[src/bus_grant_pkg.sv]
package bus_grant_pkg;

  // ----------------------------------------------------------------
  // widths and map
  // ----------------------------------------------------------------
  localparam int unsigned ADDR_W    = 14;
  localparam int unsigned DATA_W    = 16;
  localparam int unsigned WAIT_W    = 3;
  localparam int unsigned ZONE_CNT  = 3;
  localparam int unsigned ZONE_SEL_W = 2;
  localparam logic [13:0] ROM_ENABLE_WAIT_STATE_CONTROL_ADDR = 14'h3FFE;

  // ----------------------------------------------------------------
  // control register fields
  // ----------------------------------------------------------------
  localparam int unsigned ZONE1_WAIT_FIELD_LSB        = 0;
  localparam int unsigned ZONE2_WAIT_FIELD_LSB        = 3;
  localparam int unsigned ZONE3_WAIT_FIELD_LSB        = 6;
  localparam int unsigned ZONE4_WAIT_FIELD_UNUSED_LSB = 9;
  localparam int unsigned ZONE5_WAIT_FIELD_UNUSED_LSB = 12;
  localparam int unsigned ROM_ENABLE_BIT              = 15;
  localparam logic [15:0] CONTROL_RESET               = 16'h7FFF;
  localparam logic [2:0]  WAIT_RESET                  = 3'h7;

  // ----------------------------------------------------------------
  // states and carriers
  // ----------------------------------------------------------------
  typedef enum logic [1:0] {
    ST_OWN     = 2'b00,
    ST_ACCESS  = 2'b01,
    ST_GRANTED = 2'b10
  } bus_state_t;

  typedef struct packed {
    bus_state_t        st;
    logic              hang;
    logic [15:0]       ctrl;
    logic [15:0]       rdata;
    logic [13:0]       addr;
    logic              write;
  } arb_state_t;

  typedef struct packed {
    logic       active;
    logic [2:0] cnt;
  } ws_state_t;

endpackage

[src/zone_wait_gen.sv]
`timescale 1ns/100ps
`default_nettype none
module zone_wait_gen (
  input  wire logic       ref_clk_i,
  input  wire logic       srst_i,
  input  wire logic       start_i,
  input  wire logic [2:0] wait_i,
  output logic            busy_o,
  output logic            last_o
);

  bus_grant_pkg::ws_state_t s_q;
  bus_grant_pkg::ws_state_t s_d;

  always_comb begin
    s_d = s_q;
    if (srst_i) begin
      s_d = '0;
    end else if (!s_q.active && start_i) begin
      s_d.active = 1'b1;
      s_d.cnt    = wait_i;
    end else if (s_q.active) begin
      if (s_q.cnt == 3'h0) begin
        s_d.active = 1'b0;
      end else begin
        s_d.cnt = s_q.cnt - 3'h1;
      end
    end
  end

  always_ff @(posedge ref_clk_i) begin
    s_q <= s_d;
  end

  assign busy_o = s_q.active;
  assign last_o = s_q.active && (s_q.cnt == 3'h0);

endmodule
`default_nettype wire

[src/external_bus_grant_arbiter.sv]
// Overview of operation
// - idle bus request grants bus next cycle
// - go mode runs until external access
// - request during access waits until completion
// - grant does not wait for instruction end
// - grant possible between two external accesses
// - request release regains bus and resumes
// - request handling works during reset too
// - hang output when access blocked by grant
// - after bus returns, access then drop hang
// - three zones, each own wait generator
// - all zones seven wait states after reset
// - fourth and fifth zone fields have no effect
// - control register sits at address 0x3FFE
`timescale 1ns/100ps
`default_nettype none
module external_bus_grant_arbiter (
  input  wire logic        ref_clk_i,
  input  wire logic        srst_i,
  input  wire logic        bus_request_n_i,
  output logic             bus_grant_n_o,
  output logic             grant_hang_n_o,
  output logic             bus_oe_o,
  output logic             data_mem_select_n_o,
  output logic             rd_n_o,
  output logic             wr_n_o,
  output logic [13:0]      ext_addr_o,
  input  wire logic        go_mode_i,
  output logic             stall_o,
  input  wire logic        ext_req_i,
  input  wire logic [13:0] ext_addr_i,
  input  wire logic        ext_write_i,
  output logic             ext_done_o,
  input  wire logic [13:0] dm_addr_i,
  input  wire logic        dm_wr_i,
  input  wire logic        dm_rd_i,
  input  wire logic [15:0] dm_wdata_i,
  output logic [15:0]      dm_rdata_o,
  output logic             rom_enable_o
);

  bus_grant_pkg::arb_state_t s_q;
  bus_grant_pkg::arb_state_t s_d;

  logic [bus_grant_pkg::ZONE_CNT-1:0] zone_busy;
  logic [bus_grant_pkg::ZONE_CNT-1:0] zone_last;
  logic [1:0]                         zone_sel;
  logic                               start;
  logic                               ws_last;
  logic                               reg_hit;

  // ----------------------------------------------------------------
  // zone decode and wait generators
  // ----------------------------------------------------------------
  always_comb begin
    if (ext_addr_i[13:12] == 2'h0) begin
      zone_sel = 2'h0;
    end else if (ext_addr_i[13:12] == 2'h1) begin
      zone_sel = 2'h1;
    end else begin
      zone_sel = 2'h2;
    end
  end

  // fields above the third zone never reach a generator
  generate
    for (genvar g = 0; g < bus_grant_pkg::ZONE_CNT; g++) begin : g_zone
      zone_wait_gen u_wait (
        .ref_clk_i (ref_clk_i),
        .srst_i    (srst_i),
        .start_i   (start && (zone_sel == 2'(g))),
        .wait_i    (s_q.ctrl[g*bus_grant_pkg::WAIT_W +:
                             bus_grant_pkg::WAIT_W]),
        .busy_o    (zone_busy[g]),
        .last_o    (zone_last[g])
      );
    end
  endgenerate

  assign ws_last = |zone_last;
  assign reg_hit = (dm_addr_i ==
                    bus_grant_pkg::ROM_ENABLE_WAIT_STATE_CONTROL_ADDR);

  // ----------------------------------------------------------------
  // arbiter next state
  // ----------------------------------------------------------------
  always_comb begin
    s_d   = s_q;
    start = 1'b0;
    case (s_q.st)
      bus_grant_pkg::ST_OWN: begin
        if (s_q.hang && ext_req_i) begin
          start = 1'b1;
        end else if (!bus_request_n_i) begin
          s_d.st = bus_grant_pkg::ST_GRANTED;
        end else if (ext_req_i) begin
          start = 1'b1;
        end
      end
      bus_grant_pkg::ST_ACCESS: begin
        if (ws_last) begin
          if (!bus_request_n_i) begin
            s_d.st = bus_grant_pkg::ST_GRANTED;
          end else begin
            s_d.st = bus_grant_pkg::ST_OWN;
          end
          s_d.hang = 1'b0;
        end
      end
      bus_grant_pkg::ST_GRANTED: begin
        if (bus_request_n_i) begin
          s_d.st = bus_grant_pkg::ST_OWN;
        end
        if (ext_req_i) begin
          s_d.hang = 1'b1;
        end
      end
      default: begin
        s_d.st = bus_grant_pkg::ST_OWN;
      end
    endcase
    if (start) begin
      s_d.st    = bus_grant_pkg::ST_ACCESS;
      s_d.addr  = ext_addr_i;
      s_d.write = ext_write_i;
    end
    if (!ext_req_i) begin
      s_d.hang = 1'b0;
    end
    // ---- control register ----
    if (dm_wr_i && reg_hit) begin
      s_d.ctrl = dm_wdata_i;
    end
    if (dm_rd_i && reg_hit) begin
      s_d.rdata = s_q.ctrl;
    end else begin
      s_d.rdata = 16'h0000;
    end
    if (srst_i) begin
      s_d.ctrl  = bus_grant_pkg::CONTROL_RESET;
      s_d.hang  = 1'b0;
      s_d.rdata = 16'h0000;
      s_d.addr  = 14'h0000;
      s_d.write = 1'b0;
      start     = 1'b0;
      if (!bus_request_n_i) begin
        s_d.st = bus_grant_pkg::ST_GRANTED;
      end else begin
        s_d.st = bus_grant_pkg::ST_OWN;
      end
    end
  end

  always_ff @(posedge ref_clk_i) begin
    s_q <= s_d;
  end

  // ----------------------------------------------------------------
  // outputs
  // ----------------------------------------------------------------
  assign bus_grant_n_o  = (s_q.st != bus_grant_pkg::ST_GRANTED);
  assign bus_oe_o       = (s_q.st != bus_grant_pkg::ST_GRANTED);
  assign grant_hang_n_o = !s_q.hang;
  assign data_mem_select_n_o = (s_q.st != bus_grant_pkg::ST_ACCESS);
  assign rd_n_o = !((s_q.st == bus_grant_pkg::ST_ACCESS) && !s_q.write);
  assign wr_n_o = !((s_q.st == bus_grant_pkg::ST_ACCESS) && s_q.write);
  assign ext_addr_o   = s_q.addr;
  assign ext_done_o   = (s_q.st == bus_grant_pkg::ST_ACCESS) && ws_last;
  assign dm_rdata_o   = s_q.rdata;
  assign rom_enable_o = s_q.ctrl[bus_grant_pkg::ROM_ENABLE_BIT];
  // without go mode the core halts for the whole grant
  assign stall_o = (s_q.st == bus_grant_pkg::ST_GRANTED) &&
                   (!go_mode_i || ext_req_i);
endmodule
`default_nettype wire

[config.mk]
export PLATFORM = sky130hd
export DESIGN_NAME = external_bus_grant_arbiter
export DESIGN_NICKNAME = d
export VERILOG_FILES = /design/src/bus_grant_pkg.sv /design/src/zone_wait_gen.sv /design/src/external_bus_grant_arbiter.sv
export SDC_FILE = /design/constraint.sdc
export NUM_CORES = 1
export LEC_CHECK = 0
export BUFFER_PORTS_ARGS = -buffer_cell sky130_fd_sc_hd__buf_2
export CAP_MARGIN = 20
export CORE_ASPECT_RATIO = 1.1
export CORE_MARGIN = 3
export CORE_UTILIZATION = 40
export CTS_CLUSTER_DIAMETER = 150
export CTS_CLUSTER_SIZE = 10
export DETAILED_ROUTE_END_ITERATION = 12
export PLACE_DENSITY_LB_ADDON = 0.15
export SLEW_MARGIN = 20
export SYNTH_ARGS = -nofsm -noshare
export SYNTH_HDL_FRONTEND = slang
export SYNTH_SLANG_ARGS = --single-unit
[constraint.sdc]
create_clock -name ref_clk_i -period 2.6 [get_ports ref_clk_i]
set_input_delay 0.26 -clock ref_clk_i [delete_from_list [all_inputs] [get_ports ref_clk_i]]
set_output_delay 0.26 -clock ref_clk_i [all_outputs]
set_load 0.05 [all_outputs]
After elaboration in Yosys (flattened, before gate mapping)
Index checks and enable logic that the tools add are counted.

$add $sub $neg: 3. Eq/ne operators: 16. Mux-type cells: 32. Bitwise operators: 2. Reduce and logical (&&, ||, !) cells: 43.

Operators with widths (number): 50-bit 2-to-1 mux (1); 16-bit 2-to-1 mux (2); 4-bit 2-to-1 mux (6); 1-bit logical AND (16); 15-bit 2-to-1 mux (1); 14-bit equality test (second input constant) (1); 2-bit 2-to-1 mux (7); 3-bit 2-to-1 mux (4); 3-bit logical NOT (3); 1-bit 2-to-1 mux (9); 3-bit by 1-bit subtractor with 3-bit output (second input constant) (3); 1-bit logical NOT (8); 2-bit by 1-bit != test with 1-bit output (second input constant) (4); 4-bit by 3-bit != test with 1-bit output (second input constant) (2); 4-bit != test (second input constant) (2); 2-bit AND reduction (4); 2-bit nonzero test (4); 2-bit by 1-bit equality test with 1-bit output (second input constant) (3); 2-bit logical NOT (3); 2-bit case mux with 3 select lines (1); 2-bit equality test (second input constant) (2); 2-bit != test (second input constant) (2); 4-bit AND reduction (1); 2-bit OR reduction (2); other kinds (4) (5).

Flip-flop bits (word level): 62. Input bits: 52. Output and inout port bits: 39. Logic and storage cells: 108.

Logic depth before layout (Yosys ltp)
Gate-level depths: netlist of the first run.

Word-level depth: 9. Gate-level depth with buffers: 7.

By module
Synthesis of the first run repeated with hierarchy kept, for this count alone.

Cells, all modules: 312. Area, all modules: 2860.2 um^2.

Modules (own cells, without submodules): external_bus_grant_arbiter (instances 1, cells an instance 240, area an instance 2177.1 um^2, sequential area each 1021.0 um^2); zone_wait_gen (instances 3, cells an instance 24, area an instance 227.7 um^2, sequential area each 80.1 um^2).

Worst setup path before layout of the first run
Ideal clock, no wire load.

Path type: register to output. From: reg s_q[48] (netlist bit). To: out stall_o. Arrival: 1.784 ns. Slack: 0.556 ns. Stages on the path, launching flop included: 4. Buffers on the path: 0. Cells stage by stage: edfxtp_1 -> inv_1 -> nand2_1 -> a21oi_1.

Cells in the longest elaborated chain, start to end: 2.

RTL lines: start: declaration (RTL line external_bus_grant_arbiter.sv:42) `bus_grant_pkg::arb_state_t s_q;`; start signal: assignment (RTL line external_bus_grant_arbiter.sv:155) `s_q <= s_d;`; 2-bit equality test (RTL line external_bus_grant_arbiter.sv:172) `assign stall_o = (s_q.st == bus_grant_pkg::ST_GRANTED) &&`; 1-bit logical AND (RTL line external_bus_grant_arbiter.sv:172); end: declaration (RTL line external_bus_grant_arbiter.sv:29) `output logic stall_o,`.

Every way passes these cells.

Final worst setup path of the first run
From: reg g_zone[2].u_wait.s_q[0] (netlist bit). To: out ext_done_o.

Cells in the longest elaborated chain, start to end: 4.

RTL lines: start: declaration (RTL line zone_wait_gen.sv:12) `bus_grant_pkg::ws_state_t s_q;`; start signal: assignment (RTL line zone_wait_gen.sv:32) `s_q <= s_d;`; 3-bit logical NOT (RTL line zone_wait_gen.sv:36) `assign last_o = s_q.active && (s_q.cnt == 3'h0);`; 1-bit logical AND (RTL line zone_wait_gen.sv:36); 3-bit OR reduction (RTL line external_bus_grant_arbiter.sv:80) `assign ws_last = |zone_last;`; 1-bit logical AND (RTL line external_bus_grant_arbiter.sv:168) `assign ext_done_o = (s_q.st == bus_grant_pkg::ST_ACCESS) && ws_last;`; end: declaration (RTL line external_bus_grant_arbiter.sv:33) `output logic ext_done_o,`.

Every way passes these cells.

==> results of run 1 <==
## stage by stage
stage	setup WS, ns	instances	hold slack, ns
final	0.407	427	0.147
after detailed placement	0.683	411	0.440
after CTS	0.373	427	0.129
after global routing	0.275	427	0.145
after floorplan	0.556	277	0.387
after global placement	0.728	411	0.435
## synth_stat cells, types with 2 or more instances
| master | instances | area [sq um] |
|---|---|---|
| nand2_1 | 20 | 75.1 |
| clkbuf_1 | 4 | 15.0 |
| nand4_1 | 3 | 18.8 |
| nor2_1 | 24 | 90.1 |
| a21oi_1 | 14 | 70.1 |
| nor2b_1 | 4 | 25.0 |
| nand2b_1 | 4 | 25.0 |
| o21ai_0 | 2 | 10.0 |
| nand3_1 | 7 | 35.0 |
| edfxtp_1 | 2 | 60.1 |
| nand4_2 | 2 | 25.0 |
| or2_2 | 2 | 12.5 |
| and2_1 | 17 | 106 |
| inv_1 | 18 | 67.6 |
| buf_4 | 32 | 240 |
| mux2i_1 | 32 | 320 |
| dfxtp_1 | 60 | 1200 |
| ha_1 | 6 | 75.1 |
## metal layers
metal,share of wire [%],wire [um]
met1,44,2260
met2,48,2510
met3,6.4,334
met4,1.6,84
met5,0,0
## area by class of cell
class,count,area (sq um),area share [%]
clock buffer,13,170,5.32
multi-input combinational,158,1090,34.0
inverter,18,67.6,2.11
sequential,62,1260,39.4
timing repair buffer,93,473,14.8
clock inverter,3,40.0,1.25
tap,80,100,3.13
## power breakdown
part	total, mW	leakage, nW	switching (mW)	internal [mW]
sequential	1.01	0.507	0.0240	0.990
combinational	0.359	0.937	0.245	0.114
clock	0.877	0.109	0.352	0.525
## path summary, 6_finish.rpt
path                                  endpoint  cells after the start  slack, ns
worst max-delay path                ext_done_o                      6       0.41
worst min-delay path                   s_q[44]                      3       0.15
worst max register to register         s_q[48]                      7       0.76
worst min register to register  dm_rdata_o[12]                      1       0.45
## flip-flops by register name, summed over array words and instances (netlist names)
register / cells
dm_rdata_o: 16
ext_addr_o: 14
g_zone.u_wait.busy_o: 3
g_zone.u_wait.s_q: 9
rom_enable_o: 1
s_q: 19
## critical path, cell delays in order, from the launching register on
cell and delay, ns:
dfxtp_1 0.31, inv_1 0.06, ha_1 0.20, ha_1 0.20, a222oi_1 0.53, nor2_1 0.08, buf_2 0.23
## cell families after synthesis
family                     share of synthesized area, %
AOI/OAI and AO/OA                                  6.62
buffers and inverters                              13.1
DFF                                                46.7
and+or+nand+nor                                    18.9
adders and majority gates                          2.78
muxes                                              11.9
==> impl_metrics.py, run 1 <==
metrics = {
    "placed_design": {
        "post-dp-hpwl_um": 3780,
        "placed_area_sq_um": 2990,
        "io_buffers": 90,
        "gp_congestion": 0.748,
    },
    "clock_network": {
        "cts_root_buf": "clkbuf_8",
        "cts_tree": "done",
        "clk_latency_ns": 0.33,
        "cts_hold_buf": 0,
        "cts_buffer_depth": 2,
        "cts.repair.resized": 0,
        "cts.htree.levels": 3,
        "path_clk_slew_ns": 0.06,
        "cts-buffers-inserted": 9,
        "cts_setup_buffers": 0,
        "clock-sinks": 62,
    },
    "global_route": {
        "grt_remaining_overflow": 0,
        "met2_usage_pct": 23.8,
        "use_met1_pct": 16.5,
        "top_usage_layer": "met2",
        "grt_first_pass_wirelength_um": 8730,
        "grt_use_total_pct": 14.1,
        "grt_pass1_vias": 1932,
        "antenna_found_initial": 0,
        "grt_start_max_net_pins": 33,
        "met3_usage_pct": 3.77,
    },
    "finish": {
        "finalNetCount": 400,
        "postLayoutCoreUtil_pct": 50.4,
        "drive_gt1_share_pct": 33.4,
        "final_area_sq_um": 3200,
        "diodes": 0,
        "fillCellCount": 629,
        "layout_commonest_cell": "buf_2",
        "synthToLayoutAreaGrowth_pct": 18.4,
        "most-common-layout-cells": "buf_2, dfxtp_1, mux2i_1, nor2_1, nand2_1",
    },
    "run_status": {
        "status": "complete, no violations",
    },
    "critical_path": {
        "cp_max_fo": 3,
        "required_ns": 2.34,
        "worstPathArrival_ns": 1.93,
        "r2r_start": "g_zone[2].u_wait.s_q[0]",
        "path_class": "reg2out",
        "critPathLaunch": "g_zone[2].u_wait.s_q[0]",
        "cp-start-kind": "register",
        "endpoint_kind": "primary output",
    },
    "synthesis": {
        "ys.flop_type": "dfxtp_1",
        "yosys_register_bits": 62,
        "syn_nets": 335,
        "synth-seq-area-share_pct": 46.7,
        "syn_area_sq_um": 2700,
        "yosysWarnings": 0,
        "async_flop_share_pct": 0,
        "yosysUniqueCellTypes": 42,
        "syn_area_per_cell_sq_um": 9.75,
        "synth-edff-count": 2,
        "synthCells": 277,
    },
    "routing": {
        "firstDrtPassIters": 4,
        "vias_per_cell": 4.65,
        "route.detailed.drc": 0,
        "postRouteAntennaNets": 0,
        "routed_wl_um": 5190,
        "vias": 1984,
        "post_drt_wl_per_cell_um": 12.1,
        "drt_iter0_drc": 47,
    },
    "timing": {
        "rsz0062_at_grt": "no",
        "fmax_ghz": 0.456,
        "fin_setup_tns_ns": 0,
        "slew_violations": 0,
        "fin_crit_sh_pct": 84.3,
        "fin_worst_skew_ns": 0.00664,
        "relSlewSlack_pct": 58.7,
        "worst_pin_slew_ns": 0.619,
        "setup_viol": 0,
        "hold_violations": 0,
        "period_needed_ns": 2.19,
    },
    "floorplan": {
        "core_sq_um": 6340,
        "ios": 91,
        "rows": 30,
        "initial_utilization_pct": 42.6,
        "die_x_um": 84.4,
        "dieArea_sq_um": 7780,
        "die_h_um": 92.2,
    },
    "hold_path": {
        "hold_path.startpoint": "dm_wdata_i[13]",
        "hp-class": "in2reg",
    },
    "pwr": {
        "ir_drop_mv": 0.365,
        "p_leak_nw": 1.55,
        "finalPower_mw": 2.25,
        "p_per_area_nw_per_um2": 703,
    },
    "run": {
        "cap_viol_max_count": 0,
    },
}
Power figures use the tool's default switching activity.
==> run 2: changes to the inputs <==
==> constraint.sdc (replaced) <==
create_clock -name ref_clk_i -period 2.25 [get_ports ref_clk_i]
set_input_delay 0.225 -clock ref_clk_i [delete_from_list [all_inputs] [get_ports ref_clk_i]]
set_output_delay 0.225 -clock ref_clk_i [all_outputs]
set_load 0.05 [all_outputs]
==> impl_metrics.py, run 2 (same netlist as run 1, synthesis figures left out) <==
metrics = {
    "routing": {
        "firstDrtPassIters": 4,
        "route.detailed.drc": 0,
        "post_drt_wl_per_cell_um": 12.1,
        "drt_iter0_drc": 43,
        "postRouteAntennaNets": 0,
        "vias_per_cell": 4.72,
        "vias": 2011,
        "routed_wl_um": 5170,
    },
    "critical_path": {
        "crit_slowest_cell": "dfxtp_1",
        "cp_top_family": "buffers and inverters",
        "crit_top_cell": "ha_1",
        "cp_max_fo": 3,
        "cp-start-kind": "register",
        "required_ns": 2.03,
        "worstPathArrival_ns": 1.85,
        "path_buf_inv": 3,
        "path_cells": "inv_1 > ha_1 > ha_1 > a222oi_1 > buf_4 > nor2_1 > buf_2",
        "path_class": "reg2out",
        "cpPeakStageDelay_ns": 0.35,
        "endpoint_kind": "primary output",
    },
    "timing": {
        "fmax_ghz": 0.483,
        "layout_setup_ws_ns": 0.178,
        "fin_worst_skew_ns": 0.00600,
        "fin_crit_sh_pct": 92.1,
        "hold_violations": 0,
        "relSlewSlack_pct": 65.4,
        "slew_violations": 0,
        "worst_pin_slew_ns": 0.519,
        "period_needed_ns": 2.07,
        "fin_setup_tns_ns": 0,
        "rsz0062_at_grt": "no",
        "setup_viol": 0,
    },
    "clock_network": {
        "clk_latency_ns": 0.33,
        "cts_hold_buf": 0,
        "cts_buffer_depth": 2,
        "cts.htree.levels": 3,
        "clock-sinks": 62,
        "cts-buffers-inserted": 9,
        "cts_tree": "done",
        "path_clk_slew_ns": 0.06,
        "cts.repair.resized": 0,
        "cts_root_buf": "clkbuf_8",
    },
    "floorplan": {
        "initial_utilization_pct": 42.6,
        "ios": 91,
        "core_sq_um": 6340,
        "die_x_um": 84.4,
        "die_h_um": 92.2,
        "rows": 30,
        "dieArea_sq_um": 7780,
    },
    "finish": {
        "finalNetCount": 402,
        "drive_gt1_share_pct": 33.8,
        "largest_reg_flops": 19,
        "most-common-layout-cells": "buf_2, dfxtp_1, mux2i_1, nor2_1, nand2_1",
        "final_area_sq_um": 3160,
        "diodes": 0,
        "layout_commonest_cell": "buf_2",
        "final_cells": 426,
        "synthToLayoutAreaGrowth_pct": 17.1,
        "top_register": "s_q",
    },
    "pwr": {
        "ir_drop_mv": 0.497,
        "p_sw_share_pct": 29.0,
        "p_leak_nw": 1.54,
        "p_comb_share_pct": 17.2,
        "clkPwrFrac_pct": 34.2,
        "finalPower_mw": 2.42,
        "pwr-share-seq_pct": 48.5,
        "p_int_mw": 1.71,
        "p_sw_uw": 701,
        "p_per_area_nw_per_um2": 763,
    },
    "placed_design": {
        "dp_slack_ns": 0.376,
        "placed_area_sq_um": 3000,
        "io_buffers": 90,
        "place_inst": 412,
        "gp_congestion": 0.753,
        "post-dp-hpwl_um": 3820,
    },
    "run": {
        "cap_viol_max_count": 0,
    },
    "global_route": {
        "grt_remaining_overflow": 0,
        "grt_first_pass_wirelength_um": 8740,
        "grt_pass1_vias": 1891,
        "antenna_found_initial": 0,
        "top_usage_layer": "met2",
        "met3_usage_pct": 3.95,
        "use_met1_pct": 16.2,
        "grt_use_total_pct": 14.0,
        "grt_start_max_net_pins": 20,
        "met2_usage_pct": 23.8,
    },
    "run_status": {
        "status": "complete, no violations",
    },
    "hold_path": {
        "hp-class": "in2reg",
    },
}
==> run 2: final cells by class <==
type | count | area [sq um]
tap | 80 | 100
inverter | 18 | 67.6
sequential | 62 | 1260
multi-input combinational | 158 | 1090
clock inverter | 2 | 10.0
clock buffer | 11 | 151
fill | 653 | 3180
timing repair buffer | 95 | 488
==> run 2: final timing paths <==
check	startpoint	to	slack [ns]	depth (start not counted)
setup / recovery	g_zone[1].u_wait.s_q[0]	ext_done_o	0.18	7
hold / removal	dm_wdata_i[1]	s_q[32]	0.11	3
setup reg to reg	g_zone[1].u_wait.s_q[0]	s_q[49]	0.49	8
hold reg to reg	s_q[43]	dm_rdata_o[12]	0.45	1
==> run 2: timing repair <==
action / 4_1_cts / 5_1_grt
endpoints found under the setup margin: 0 / 1
setup buffers: 0 / 1
hold endpoints to repair: 0 / 0
==> run 2: worst reg2reg max path, stage by stage (launching register included) <==
cell and delay (ns):
dfxtp_1 0.35, inv_1 0.05, ha_1 0.19, ha_1 0.19
a222oi_1 0.32, buf_4 0.19, nand2_1 0.05, o21ai_0 0.07
nand2_1 0.10
==> run 2: power by group through the flow <==
stage | registers [mW] | clock network, mW | logic [mW]
floorplan | 1.19 | 0 | 0.339
global route | 1.18 | 0.915 | 0.451
CTS | 1.17 | 0.863 | 0.420
finish | 1.17 | 0.826 | 0.417
detailed placement | 1.20 | 0 | 0.419
global placement | 1.20 | 0 | 0.418
==> run 2: through the flow <==
| stage | hold WS, ns | utilization, % |
|---|---|---|
| 2_1_floorplan | 0.352 | - |
| 3_3_place_gp | 0.436 | 47.2 |
| 3_5_place_dp | 0.442 | 47.2 |
| 4_1_cts | 0.0942 | 49.8 |
| 5_1_grt | 0.109 | 49.9 |
| 6_report | 0.110 | 49.9 |
==> run 2: per-layer routing <==
metal | vias to the layer above | share of wire (%)
met1 | 909 | 42
li1 | 1035 | -
met2 | 59 | 50
met5 | - | 0
met4 | 0 | 1.8
met3 | 8 | 6.1
